**src/inc/trace_debug_pkg.sv**
```systemverilog
// Constants and state types shared by the trace port and the vector select.
// Assumes one core clock; every user writes trace_debug_pkg::name.
package trace_debug_pkg;

  // ****************************************
  // Debug exception vectors
  // ****************************************
  localparam logic [7:0] VEC_NON_PC = 8'h0C;
  localparam logic [7:0] VEC_PC = 8'h0D;
  localparam logic [11:0] OFF_NON_PC = 12'h030;
  localparam logic [11:0] OFF_PC = 12'h034;

  // ****************************************
  // Trace status codes
  // ****************************************
  localparam logic [3:0] CODE_IDLE = 4'h0;
  localparam logic [3:0] CODE_ONE = 4'h1;
  localparam logic [3:0] CODE_TWO = 4'h2;
  localparam logic [3:0] CODE_USER = 4'h3;
  localparam logic [3:0] CODE_PULSE = 4'h4;
  localparam logic [3:0] CODE_BRANCH = 4'h5;
  localparam logic [3:0] CODE_INSN_BRANCH = 4'h6;
  localparam logic [3:0] CODE_RETURN = 4'h7;
  localparam logic [3:0] CODE_DATA_BASE = 4'h8;
  localparam logic [3:0] CODE_HOLD_MIN = 4'hC;
  localparam logic [3:0] CODE_EXCEPTION = 4'hC;
  localparam logic [3:0] CODE_MARK = 4'hD;
  localparam logic [3:0] CODE_STOPPED = 4'hE;
  localparam logic [3:0] CODE_HALTED = 4'hF;

  // Breakpoint state values sent after the marker
  localparam logic [3:0] BPC_WAIT1 = 4'h2;
  localparam logic [3:0] BPC_TRIG1 = 4'h4;
  localparam logic [3:0] BPC_WAIT2 = 4'hA;
  localparam logic [3:0] BPC_TRIG2 = 4'hC;
  localparam logic [1:0] BP_WAIT1 = 2'h0;
  localparam logic [1:0] BP_TRIG1 = 2'h1;
  localparam logic [1:0] BP_WAIT2 = 2'h2;
  localparam logic [1:0] BP_TRIG2 = 2'h3;

  // ****************************************
  // Nibble queue sizing and sequence lengths
  // ****************************************
  localparam int QUEUE_DEPTH = 12;
  localparam logic [3:0] HOLD_NIBBLES = 4'h4;
  localparam logic [3:0] SINGLE_LEN = 4'h1;
  localparam logic [3:0] BP_LEN = 4'h2;
  localparam logic [3:0] DATA_LEN_BASE = 4'h3;
  localparam logic [3:0] SLOT_NIBBLES = 4'h2;
  localparam logic [3:0] APPEND_MAX = 4'h1;

  // ****************************************
  // Types
  // ****************************************
  typedef enum logic [1:0]
  {
    KIND_STATUS = 2'h0,
    KIND_DATA = 2'h1,
    KIND_BPSTATE = 2'h2,
    KIND_EMUL = 2'h3
  } req_kind_t;

  typedef enum logic [1:0]
  {
    TRIG_IDLE = 2'h0,
    TRIG_WAIT1 = 2'h1,
    TRIG_WAIT2 = 2'h3,
    TRIG_DONE = 2'h2
  } trig_state_t;

  typedef struct packed {
    logic phase;
    logic [7:0] bus;
    logic [3:0] count;
    logic [QUEUE_DEPTH-1:0][3:0] nib;
    logic bp_pend;
    logic [1:0] bp_idx;
  } trace_state_t;

  typedef struct packed {
    trig_state_t trig;
    logic pending;
    logic exc_req;
    logic [7:0] vector;
    logic [11:0] offset;
    logic [31:0] stacked_pc;
    logic change;
    logic [1:0] state_idx;
  } vec_state_t;

endpackage

```
**src/hdl/debug_vector_select.sv**
```systemverilog
// Breakpoint trigger sequencing and debug exception vector choice.
// Assumes hits and the interrupt sample point come from logic on clk.
`timescale 1ns/1ps
module debug_vector_select
(
  // Clock, reset and enable
  input wire logic clk,
  input wire logic rstn,
  input wire logic ce,
  // Trigger setup and hits
  input wire logic armed,
  input wire logic two_level,
  input wire logic pc_hit,
  input wire logic bus_hit,
  input wire logic int_sample,
  input wire logic [31:0] next_pc,
  // Exception request
  output logic stall_issue,
  output logic exc_req,
  output logic [7:0] exc_vector,
  output logic [11:0] exc_offset,
  output logic [31:0] stacked_pc,
  // Breakpoint state report
  output logic bp_change,
  output logic [1:0] bp_idx
);

  trace_debug_pkg::vec_state_t st;
  trace_debug_pkg::vec_state_t next_st;
  logic final_stage;
  logic pc_final;
  logic bus_final;
  logic take_bus;

  // Only a hit in the last trigger level raises an exception, even in the cycle that armed drops
  // final event decides
  assign final_stage = (st.trig == trace_debug_pkg::TRIG_WAIT2) ||
    (st.trig == trace_debug_pkg::TRIG_WAIT1 && !two_level);
  // stall before execute
  assign pc_final = final_stage & pc_hit;
  assign bus_final = final_stage & bus_hit & ~pc_hit;
  // pending until sampled
  assign take_bus = st.pending & int_sample & ~pc_final;

  // Trigger sequencer, pending flag and exception choice
  always_comb
  begin
    next_st = st;
    next_st.exc_req = 1'b0;
    next_st.change = 1'b0;
    case (st.trig)
      trace_debug_pkg::TRIG_IDLE:
      begin
        if (armed)
        begin
          next_st.trig = trace_debug_pkg::TRIG_WAIT1;
          next_st.change = 1'b1;
          next_st.state_idx = trace_debug_pkg::BP_WAIT1;
        end
      end
      trace_debug_pkg::TRIG_WAIT1:
      begin
        if (!armed)
          next_st.trig = trace_debug_pkg::TRIG_IDLE;
        else if (pc_hit || bus_hit)
        begin
          next_st.change = 1'b1;
          next_st.trig = two_level ? trace_debug_pkg::TRIG_WAIT2 :
            trace_debug_pkg::TRIG_DONE;
          next_st.state_idx = two_level ? trace_debug_pkg::BP_WAIT2 :
            trace_debug_pkg::BP_TRIG1;
        end
      end
      trace_debug_pkg::TRIG_WAIT2:
      begin
        if (!armed)
          next_st.trig = trace_debug_pkg::TRIG_IDLE;
        else if (pc_hit || bus_hit)
        begin
          next_st.trig = trace_debug_pkg::TRIG_DONE;
          next_st.change = 1'b1;
          next_st.state_idx = trace_debug_pkg::BP_TRIG2;
        end
      end
      trace_debug_pkg::TRIG_DONE:
      begin
        if (!armed)
          next_st.trig = trace_debug_pkg::TRIG_IDLE;
      end
      default:
        next_st.trig = trace_debug_pkg::TRIG_IDLE;
    endcase
    // A new hit beats the clear of an older one
    next_st.pending = (st.pending & ~take_bus) | bus_final;
    // stack next address
    if (pc_final)
    begin
      // PC vector 13
      next_st.exc_req = 1'b1;
      next_st.vector = trace_debug_pkg::VEC_PC;
      next_st.offset = trace_debug_pkg::OFF_PC;
      next_st.stacked_pc = next_pc;
    end
    else if (take_bus)
    begin
      // other vector 12
      next_st.exc_req = 1'b1;
      next_st.vector = trace_debug_pkg::VEC_NON_PC;
      next_st.offset = trace_debug_pkg::OFF_NON_PC;
      next_st.stacked_pc = next_pc;
    end
  end

  // State register, frozen while ce is low
  always_ff @(posedge clk)
  begin
    if (!rstn)
      st <= '0;
    else if (ce)
      st <= next_st;
  end

  assign stall_issue = pc_final;
  assign exc_req = st.exc_req;
  assign exc_vector = st.vector;
  assign exc_offset = st.offset;
  assign stacked_pc = st.stacked_pc;
  assign bp_change = st.change;
  assign bp_idx = st.state_idx;

  // PC vector 13
  a_pc_vector: assert property (
    @(posedge clk) disable iff (!rstn)
    pc_final && ce |-> stall_issue ##1
    (exc_req && exc_vector == 8'h0D && exc_offset == 12'h034))
    else $error("PC breakpoint did not take vector 13");

  // other vector 12
  a_nonpc_vector: assert property (
    @(posedge clk) disable iff (!rstn)
    ce && st.pending && int_sample && !pc_final |=>
    exc_req && exc_vector == 8'h0C && exc_offset == 12'h030)
    else $error("bus breakpoint did not take vector 12");

  // bus hit deferred
  a_bus_deferred: assert property (
    @(posedge clk) disable iff (!rstn)
    ce && bus_final && !st.pending |=> !exc_req && st.pending)
    else $error("bus breakpoint taken before sampling");

  // stacked next address
  a_stacked_next: assert property (
    @(posedge clk) disable iff (!rstn)
    ce && (pc_final || take_bus) |=> stacked_pc == $past(next_pc))
    else $error("stacked address is not the next instruction");

  // first level silent
  a_two_level: assert property (
    @(posedge clk) disable iff (!rstn)
    ce && armed && two_level && (pc_hit || bus_hit) &&
    st.trig == trace_debug_pkg::TRIG_WAIT1 |=>
    !exc_req && !st.pending && st.trig == trace_debug_pkg::TRIG_WAIT2)
    else $error("first trigger level raised an exception");

endmodule

```
**src/hdl/trace_debug_port.sv**
```systemverilog
// Trace port: turns core status events into a nibble stream on an 8-bit
// bus at half the core rate, and hosts the debug vector selector.
// Assumes requests and breakpoint hits come from logic on clk.
// Contract
// Non-PC breakpoint interrupt uses vector 12.
// PC breakpoint interrupt uses vector 13.
// PC breakpoint taken before instruction executes.
// Other breakpoints pend until interrupt sampling.
// Final trigger event picks the vector.
// Trace bus updates at half core rate.
// Status and data share one byte bus.
// Marker and its data stay contiguous.
// Idle code may fill other slots.
// Nibbles may sit in either half.
// Breakpoint state change: marker, then state.
// State nibbles 2, 4, A, C meanings.
// Marker twice means emulator mode entry.
// Codes C to F held several slots.
// Execution codes 0 to 7 encodings.
// Codes 8 to B announce 1-4 bytes.
// C exception, E stopped, F halted.
// Debug vectors stack next instruction address.
// Idle code on both nibbles after reset.
// Data nibbles go out least significant first.
`timescale 1ns/1ps
module trace_debug_port
(
  // Clock, reset and enable
  input wire logic clk,
  input wire logic rstn,
  input wire logic ce,
  // Trace request from the core
  input wire logic req_valid,
  input wire trace_debug_pkg::req_kind_t req_kind,
  input wire logic [3:0] req_code,
  input wire logic [1:0] req_count,
  input wire logic [31:0] req_data,
  output logic req_ready,
  // Breakpoint trigger inputs
  input wire logic bkpt_armed,
  input wire logic bkpt_two_level,
  input wire logic pc_hit,
  input wire logic bus_hit,
  input wire logic int_sample,
  input wire logic [31:0] next_pc,
  // Debug exception to the core
  output logic stall_issue,
  output logic exc_req,
  output logic [7:0] exc_vector,
  output logic [11:0] exc_offset,
  output logic [31:0] stacked_pc,
  // Trace pins
  output logic [7:0] trace_status_data_bus,
  output logic trace_half_rate_clock
);

  // ****************************************
  // Declarations
  // ****************************************
  localparam int DEPTH = trace_debug_pkg::QUEUE_DEPTH;

  trace_debug_pkg::trace_state_t st;
  trace_debug_pkg::trace_state_t next_st;
  trace_debug_pkg::req_kind_t sel_kind;
  logic bp_change;
  logic [1:0] bp_idx_new;
  logic room;
  logic take;
  logic [3:0] status_code;
  logic [3:0] data_code;
  logic [3:0] data_len;
  logic [3:0] bp_code;
  logic [3:0] seq_len;
  logic [3:0] pop;
  logic [3:0] base;
  logic [DEPTH+1:0][3:0] nib_pad;
  wire logic [DEPTH-1:0][3:0] seq_nib;
  wire logic [DEPTH-1:0][3:0] q_next;

  // ****************************************
  // Debug vector selection
  // ****************************************
  debug_vector_select u_vector
  (
    .clk(clk),
    .rstn(rstn),
    .ce(ce),
    .armed(bkpt_armed),
    .two_level(bkpt_two_level),
    .pc_hit(pc_hit),
    .bus_hit(bus_hit),
    .int_sample(int_sample),
    .next_pc(next_pc),
    .stall_issue(stall_issue),
    .exc_req(exc_req),
    .exc_vector(exc_vector),
    .exc_offset(exc_offset),
    .stacked_pc(stacked_pc),
    .bp_change(bp_change),
    .bp_idx(bp_idx_new)
  );

  // ****************************************
  // Sequence builder
  // ****************************************

  // Pending breakpoint reports go ahead of core requests
  assign sel_kind = st.bp_pend ? trace_debug_pkg::KIND_BPSTATE : req_kind;
  // Append only while at most one nibble waits, so a whole sequence fits
  assign room = st.count <= trace_debug_pkg::APPEND_MAX;
  assign take = room & (st.bp_pend | req_valid);
  assign req_ready = ce & room & ~st.bp_pend;

  // execution codes pass
  // C, E, F pass
  assign status_code = ((req_code >= trace_debug_pkg::CODE_DATA_BASE &&
    req_code < trace_debug_pkg::CODE_HOLD_MIN) ||
    req_code == trace_debug_pkg::CODE_MARK) ?
    trace_debug_pkg::CODE_IDLE : req_code;

  // byte count code
  assign data_code = trace_debug_pkg::CODE_DATA_BASE + {2'h0, req_count};
  assign data_len = trace_debug_pkg::DATA_LEN_BASE + {1'b0, req_count, 1'b0};

  // state value map
  assign bp_code = (st.bp_idx == trace_debug_pkg::BP_WAIT1) ?
    trace_debug_pkg::BPC_WAIT1 :
    (st.bp_idx == trace_debug_pkg::BP_TRIG1) ? trace_debug_pkg::BPC_TRIG1 :
    (st.bp_idx == trace_debug_pkg::BP_WAIT2) ? trace_debug_pkg::BPC_WAIT2 :
    trace_debug_pkg::BPC_TRIG2;

  // Sequence length per kind
  // hold long codes
  assign seq_len = (sel_kind == trace_debug_pkg::KIND_DATA) ? data_len :
    (sel_kind == trace_debug_pkg::KIND_BPSTATE) ? trace_debug_pkg::BP_LEN :
    (sel_kind == trace_debug_pkg::KIND_EMUL) ? trace_debug_pkg::HOLD_NIBBLES :
    (status_code >= trace_debug_pkg::CODE_HOLD_MIN) ?
    trace_debug_pkg::HOLD_NIBBLES : trace_debug_pkg::SINGLE_LEN;

  // Two nibbles leave at every slot end, fewer when the queue is short
  assign pop = !st.phase ? 4'h0 :
    (st.count >= trace_debug_pkg::SLOT_NIBBLES) ?
    trace_debug_pkg::SLOT_NIBBLES : st.count;
  assign base = st.count - pop;
  assign nib_pad = {{trace_debug_pkg::CODE_IDLE, trace_debug_pkg::CODE_IDLE},
    st.nib};

  // ****************************************
  // Per-entry sequence and queue update
  // ****************************************
  for (genvar i = 0; i < DEPTH; i++)
  begin : g_entry
    logic [3:0] data_nib;
    logic [3:0] kind_nib;
    logic [3:0] shifted;
    logic [3:0] src_idx;
    // low nibble first
    if (i >= 1 && i <= 8)
    begin : g_data
      assign data_nib = req_data[4*(i-1) +: 4];
    end
    else
    begin : g_nodata
      assign data_nib = trace_debug_pkg::CODE_IDLE;
    end
    // single marker, state
    // marker repeated
    assign kind_nib = (sel_kind == trace_debug_pkg::KIND_DATA) ?
      ((i == 0) ? data_code : data_nib) :
      (sel_kind == trace_debug_pkg::KIND_BPSTATE) ?
      ((i == 0) ? trace_debug_pkg::CODE_MARK : bp_code) :
      (sel_kind == trace_debug_pkg::KIND_EMUL) ?
      trace_debug_pkg::CODE_MARK : status_code;
    assign seq_nib[i] = (4'(i) < seq_len) ? kind_nib :
      trace_debug_pkg::CODE_IDLE;
    assign shifted = (pop == trace_debug_pkg::SLOT_NIBBLES) ? nib_pad[i+2] :
      (pop == 4'h0) ? nib_pad[i] : nib_pad[i+1];
    // contiguous append
    // any nibble half
    assign src_idx = 4'(i) - base;
    assign q_next[i] = (take && 4'(i) >= base && src_idx < seq_len) ?
      seq_nib[src_idx] : shifted;
  end

  // ****************************************
  // Slot timing and state update
  // ****************************************

  // Divide by two; the bus moves as the trace clock falls, so a receiver
  // sampling on the rising edge sees half a slot of setup and hold
  always_comb
  begin
    next_st = st;
    // half rate slots
    next_st.phase = ~st.phase;
    next_st.nib = q_next;
    next_st.count = base + (take ? seq_len : 4'h0);
    // shared byte bus
    // idle pad
    if (st.phase)
    begin
      next_st.bus[7:4] = (st.count > 4'h1) ? st.nib[1] :
        trace_debug_pkg::CODE_IDLE;
      next_st.bus[3:0] = (st.count > 4'h0) ? st.nib[0] :
        trace_debug_pkg::CODE_IDLE;
    end
    // A report that arrives while the previous one leaves is kept
    next_st.bp_pend = (st.bp_pend & ~take) | bp_change;
    if (bp_change)
      next_st.bp_idx = bp_idx_new;
  end

  // idle from reset
  always_ff @(posedge clk)
  begin
    if (!rstn)
      st <= '0;
    else if (ce)
      st <= next_st;
  end

  assign trace_status_data_bus = st.bus;
  assign trace_half_rate_clock = st.phase;

  // ****************************************
  // Checks
  // ****************************************

  // idle after reset
  a_idle_reset: assert property (
    @(posedge clk) disable iff (!rstn)
    $rose(rstn) |-> trace_status_data_bus == 8'h00)
    else $error("trace bus not idle after reset");

  // bus moves on fall
  a_bus_on_fall: assert property (
    @(posedge clk) disable iff (!rstn)
    $changed(trace_status_data_bus) |->
    !trace_half_rate_clock && $past(trace_half_rate_clock))
    else $error("trace bus changed away from a slot edge");

  // marker then state
  a_marker_pair: assert property (
    @(posedge clk) disable iff (!rstn)
    take && st.bp_pend |-> seq_len == 4'h2 && seq_nib[0] == 4'hD &&
    seq_nib[1] inside {4'h2, 4'h4, 4'hA, 4'hC})
    else $error("breakpoint report is not marker plus state");

  // emulator entry pair
  a_emul_double: assert property (
    @(posedge clk) disable iff (!rstn)
    take && !st.bp_pend && req_kind == trace_debug_pkg::KIND_EMUL |->
    seq_nib[0] == 4'hD && seq_nib[1] == 4'hD && seq_len == 4'h4)
    else $error("emulator entry is not a repeated marker");

  // data count code
  a_data_count: assert property (
    @(posedge clk) disable iff (!rstn)
    take && !st.bp_pend && req_kind == trace_debug_pkg::KIND_DATA |->
    seq_nib[0] == 4'h8 + {2'h0, req_count} &&
    seq_len == 4'h3 + {1'b0, req_count, 1'b0} && seq_nib[1] == req_data[3:0])
    else $error("data transfer code or length wrong");

  // long codes held
  a_hold_long: assert property (
    @(posedge clk) disable iff (!rstn)
    ce && take && !st.bp_pend && req_kind == trace_debug_pkg::KIND_STATUS &&
    status_code >= 4'hC |=> st.count >= 4'h4)
    else $error("long status code not held");

  // idle fills gap
  a_pad_idle: assert property (
    @(posedge clk) disable iff (!rstn)
    ce && st.phase && st.count == 4'h1 |=>
    trace_status_data_bus[7:4] == 4'h0)
    else $error("unused nibble is not idle");

endmodule

```
**config.mk**
```make
export PLATFORM = sky130hd
export DESIGN_NAME = trace_debug_port
export DESIGN_NICKNAME = d
export VERILOG_FILES = /design/src/inc/trace_debug_pkg.sv /design/src/hdl/debug_vector_select.sv /design/src/hdl/trace_debug_port.sv
export SDC_FILE = /design/constraint.sdc
export NUM_CORES = 1
export LEC_CHECK = 0
export BUFFER_PORTS_ARGS = -buffer_cell sky130_fd_sc_hd__buf_4
export CORE_ASPECT_RATIO = 1.75
export CORE_MARGIN = 1.5
export CORE_UTILIZATION = 35
export DETAILED_ROUTE_END_ITERATION = 16
export GPL_ROUTABILITY_DRIVEN = 0
export SLEW_MARGIN = 10
export SYNTH_ARGS = -nofsm -noshare
export SYNTH_HDL_FRONTEND = slang
export SYNTH_SLANG_ARGS = --single-unit
```
**constraint.sdc**
```tcl
create_clock -name clk -period 5.8 [get_ports clk]
set_clock_uncertainty 0.2 [all_clocks]
set_input_delay 0.58 -clock clk [delete_from_list [all_inputs] [get_ports clk]]
set_output_delay 0.58 -clock clk [all_outputs]
set_load 0.005 [all_outputs]
```
==> impl_metrics.env <==
export IMPL_status="finished, final reports clean"
export IMPL_report_final_hold_viol_count=0
export IMPL_drive_gt1_share_pct=16.0
export IMPL_clk_pin_slew_ns=0.08
export IMPL_rows=77
export IMPL_rsz0062_at_grt="no"
export IMPL_num_vias=9741
export IMPL_startpoint_type="register"
export IMPL_via_per_inst=6.02
export IMPL_grt_pass1_wl_um=52100
export IMPL_final_setup_viol_count=0
export IMPL_synth_edff_count=0
export IMPL_fin_crit_sh_pct=87.4
export IMPL_use_met3_pct=3.51
export IMPL_syn_avg_cell_area_um2=7.06
export IMPL_dieWidth_um=124
export IMPL_ctsRootBufferMaster="clkbuf_16"
export IMPL_dp_hpwl_um=26300
export IMPL_synth_seq_area_share_pct=23.6
export IMPL_ys_flop_type="dfxtp_1"
export IMPL_nNetsFinal=1418
export IMPL_die_area_um2=26500
export IMPL_drc=0
export IMPL_required_ns=5.86
export IMPL_cts_sinks=105
export IMPL_start_util_pct=35.5
export IMPL_async_reset_ff_share_pct=0
export IMPL_p_per_area_nw_per_um2=376
export IMPL_final_util_pct=40.2
export IMPL_most_common_layout_cells="nand2_1, buf_4, a21oi_1"
export IMPL_yosys_warnings=0
export IMPL_use_met2_pct=44.6
export IMPL_final_max_slew_viol_count=0
export IMPL_instances_no_fill=1619
export IMPL_fillers=2636
export IMPL_relSlewSlack_pct=29.8
export IMPL_h_tree_depth=3
export IMPL_antennaDiodeCount=0
export IMPL_antenna_found_initial=0
export IMPL_synth_cells=1264
export IMPL_dp_cells=1603
export IMPL_die_h_um=214
export IMPL_maxCapViolCount=0
export IMPL_critPathMaxFanout=13
export IMPL_wl_um=34400
export IMPL_timing_fmax_mhz=197
export IMPL_crit_path_end_kind="register"
export IMPL_register_area_um2=2100
export IMPL_total_power_w=0.00380
export IMPL_ant_nets=0
export IMPL_hp_class="register to register"
export IMPL_tns_ns=0
export IMPL_worstSkewPairLatency_ns=0.37
export IMPL_grt_util_met1_pct=27.2
export IMPL_arrival_ns=5.13
export IMPL_grt_usage_pct=25.9
export IMPL_cts_resized_gates=0
export IMPL_finalCriticalPeriod_ns=5.07
export IMPL_cts_buffer_depth=2
export IMPL_io_pins=145
export IMPL_drtIter0Drc=890
export IMPL_cp_buffers_inverters=5
export IMPL_leakagePower_nw=3.90
export IMPL_critical_path_top_delay_family="adder cells"
export IMPL_yosysUniqueCellTypes=88
export IMPL_max_stage_delay_ns=0.55
export IMPL_ys_seq_elements=105
export IMPL_holdBufCountCts=0
export IMPL_path_cells="or3_1 > and2_1 > inv_2 > fa_1 > inv_1 > buf_4 > ha_1 > xnor2_1 > buf_4 > clkinv_1 > ha_1 > a2111oi_0 > o21a_1 > and2_1 > o21a_1 > o21ai_0 > o211a_1"
export IMPL_final_common_cell="nand2_1"
export IMPL_hold_ws_ns=0.253
export IMPL_cts_setup_buffers=0
export IMPL_numPortBuffers=130
export IMPL_cts_tree="done"
export IMPL_worst_path_max_delay_cell="or3_1"
export IMPL_area_growth_synth_to_final_pct=13.3
export IMPL_crit_type="register to register"
export IMPL_ir_worst_vdd_mv=0.153
export IMPL_cts_made_buffers=9
export IMPL_fp_coreArea_um2=25100
export IMPL_grt_pass1_vias=9129
export IMPL_drt_pre_antenna_iters=5
export IMPL_grt_ovfl_total=0
export IMPL_top_usage_layer="met2"
export IMPL_multi_input_area_um2=6000
export IMPL_tightestPinTransition_ns=1.05
export IMPL_grt_max_degree=80
export IMPL_netlist_area_um2=8920
export IMPL_wl_per_cell_um=21.3
## cells in the mapped netlist (7+ instances only)
| cell type | n | share of area, % |
|---|---|---|
| nand4_1 | 9 | 0.63 |
| dfxtp_1 | 105 | 24 |
| a31oi_1 | 27 | 1.9 |
| o2111ai_1 | 7 | 0.69 |
| and2_1 | 9 | 0.63 |
| nand3_1 | 43 | 2.4 |
| a22oi_1 | 13 | 1.1 |
| o211ai_1 | 13 | 1.1 |
| nand2b_1 | 11 | 0.77 |
| buf_1 | 8 | 0.34 |
| and3_1 | 9 | 0.63 |
| buf_2 | 11 | 0.62 |
| ha_1 | 37 | 5.2 |
| mux2i_1 | 26 | 2.9 |
| nand2_1 | 247 | 10 |
| or3_1 | 9 | 0.63 |
| o21a_1 | 10 | 0.84 |
| inv_1 | 21 | 0.88 |
| a21o_1 | 12 | 1.0 |
| clkbuf_1 | 64 | 2.7 |
| a211oi_1 | 19 | 1.6 |
| a21oi_1 | 114 | 6.4 |
| buf_4 | 60 | 5.0 |
| nor3_1 | 26 | 1.5 |
| xnor2_1 | 10 | 0.98 |
| o21ai_0 | 58 | 3.3 |
| nor2b_1 | 9 | 0.63 |
| o22ai_1 | 11 | 0.77 |
| nor4_1 | 7 | 0.49 |
| nor2_1 | 111 | 4.7 |
## flip-flops by register name, indices dropped and copies added, names as in the netlist
register / flops
nib_pad: 48
u_vector.exc_offset: 2
st: 7
trace_status_data_bus: 8
u_vector.bp_change: 1
u_vector.st: 3
u_vector.stacked_pc: 32
u_vector.exc_req: 1
u_vector.bp_idx: 2
trace_half_rate_clock: 1
## layout make-up
class	count	share of cell area, %
inverters	27	1.00
well taps	316	3.91
clock inverters	7	1.10
clock buffers	9	2.23
repair buffers	154	11.6
multi-input cells	1001	59.4
flip-flops and latches	105	20.8
## worst paths after layout
| kind | startpoint | end | slack [ns] | cells past startpoint |
|---|---|---|---|---|
| hold / removal | u_vector.stacked_pc[6] | u_vector.stacked_pc[6] | 0.25 | 2 |
| setup reg to reg | st[54] | nib_pad[18] | 0.73 | 17 |
| hold reg to reg | u_vector.stacked_pc[6] | u_vector.stacked_pc[6] | 0.25 | 2 |
| setup / recovery | st[54] | nib_pad[18] | 0.73 | 17 |
## cell families (layout without fill, tap and decap cells)
group / count (synthesis) / count (layout) / synth area share [%]
AO/OA/AOI/OAI: 387 / 387 / 29.2
XOR/XNOR: 13 / 13 / 1.36
adder cells (fa/ha/maj): 39 / 39 / 5.64
buffers and inverters: 171 / 197 / 9.96
flip-flops: 105 / 105 / 23.6
multiplexers: 36 / 36 / 4.81
other: 2 / 15 / 0.0842
AND/OR/NAND/NOR: 511 / 511 / 25.4
## metrics by stage
step | instance area [µm²] | worst slack, ns
after floorplan | 8970 | 0.415
after global placement | 9770 | 0.923
after detailed placement | 9770 | 0.839
after CTS | 10100 | 0.818
after global routing | 10100 | 0.468
final | 10100 | 0.730
## power breakdown
part           internal, W  switching (W)
registers         0.000783      0.0000691
clock network     0.000388       0.000315
logic             0.000755        0.00149
total              0.00193        0.00187
## worst min-delay path, cell delays in order, from the launching register on
cell and delay (ns):
dfxtp_1 0.31, nand2_1 0.05, a21oi_1 0.05
## layer usage
layer  vias up  share of wire (%)
met5         -                  0
met1      4520                 35
met2       501                 50
met3       147                6.1
li1       4573                  -
met4         0                9.2
(Power assumes the default switching activity.)
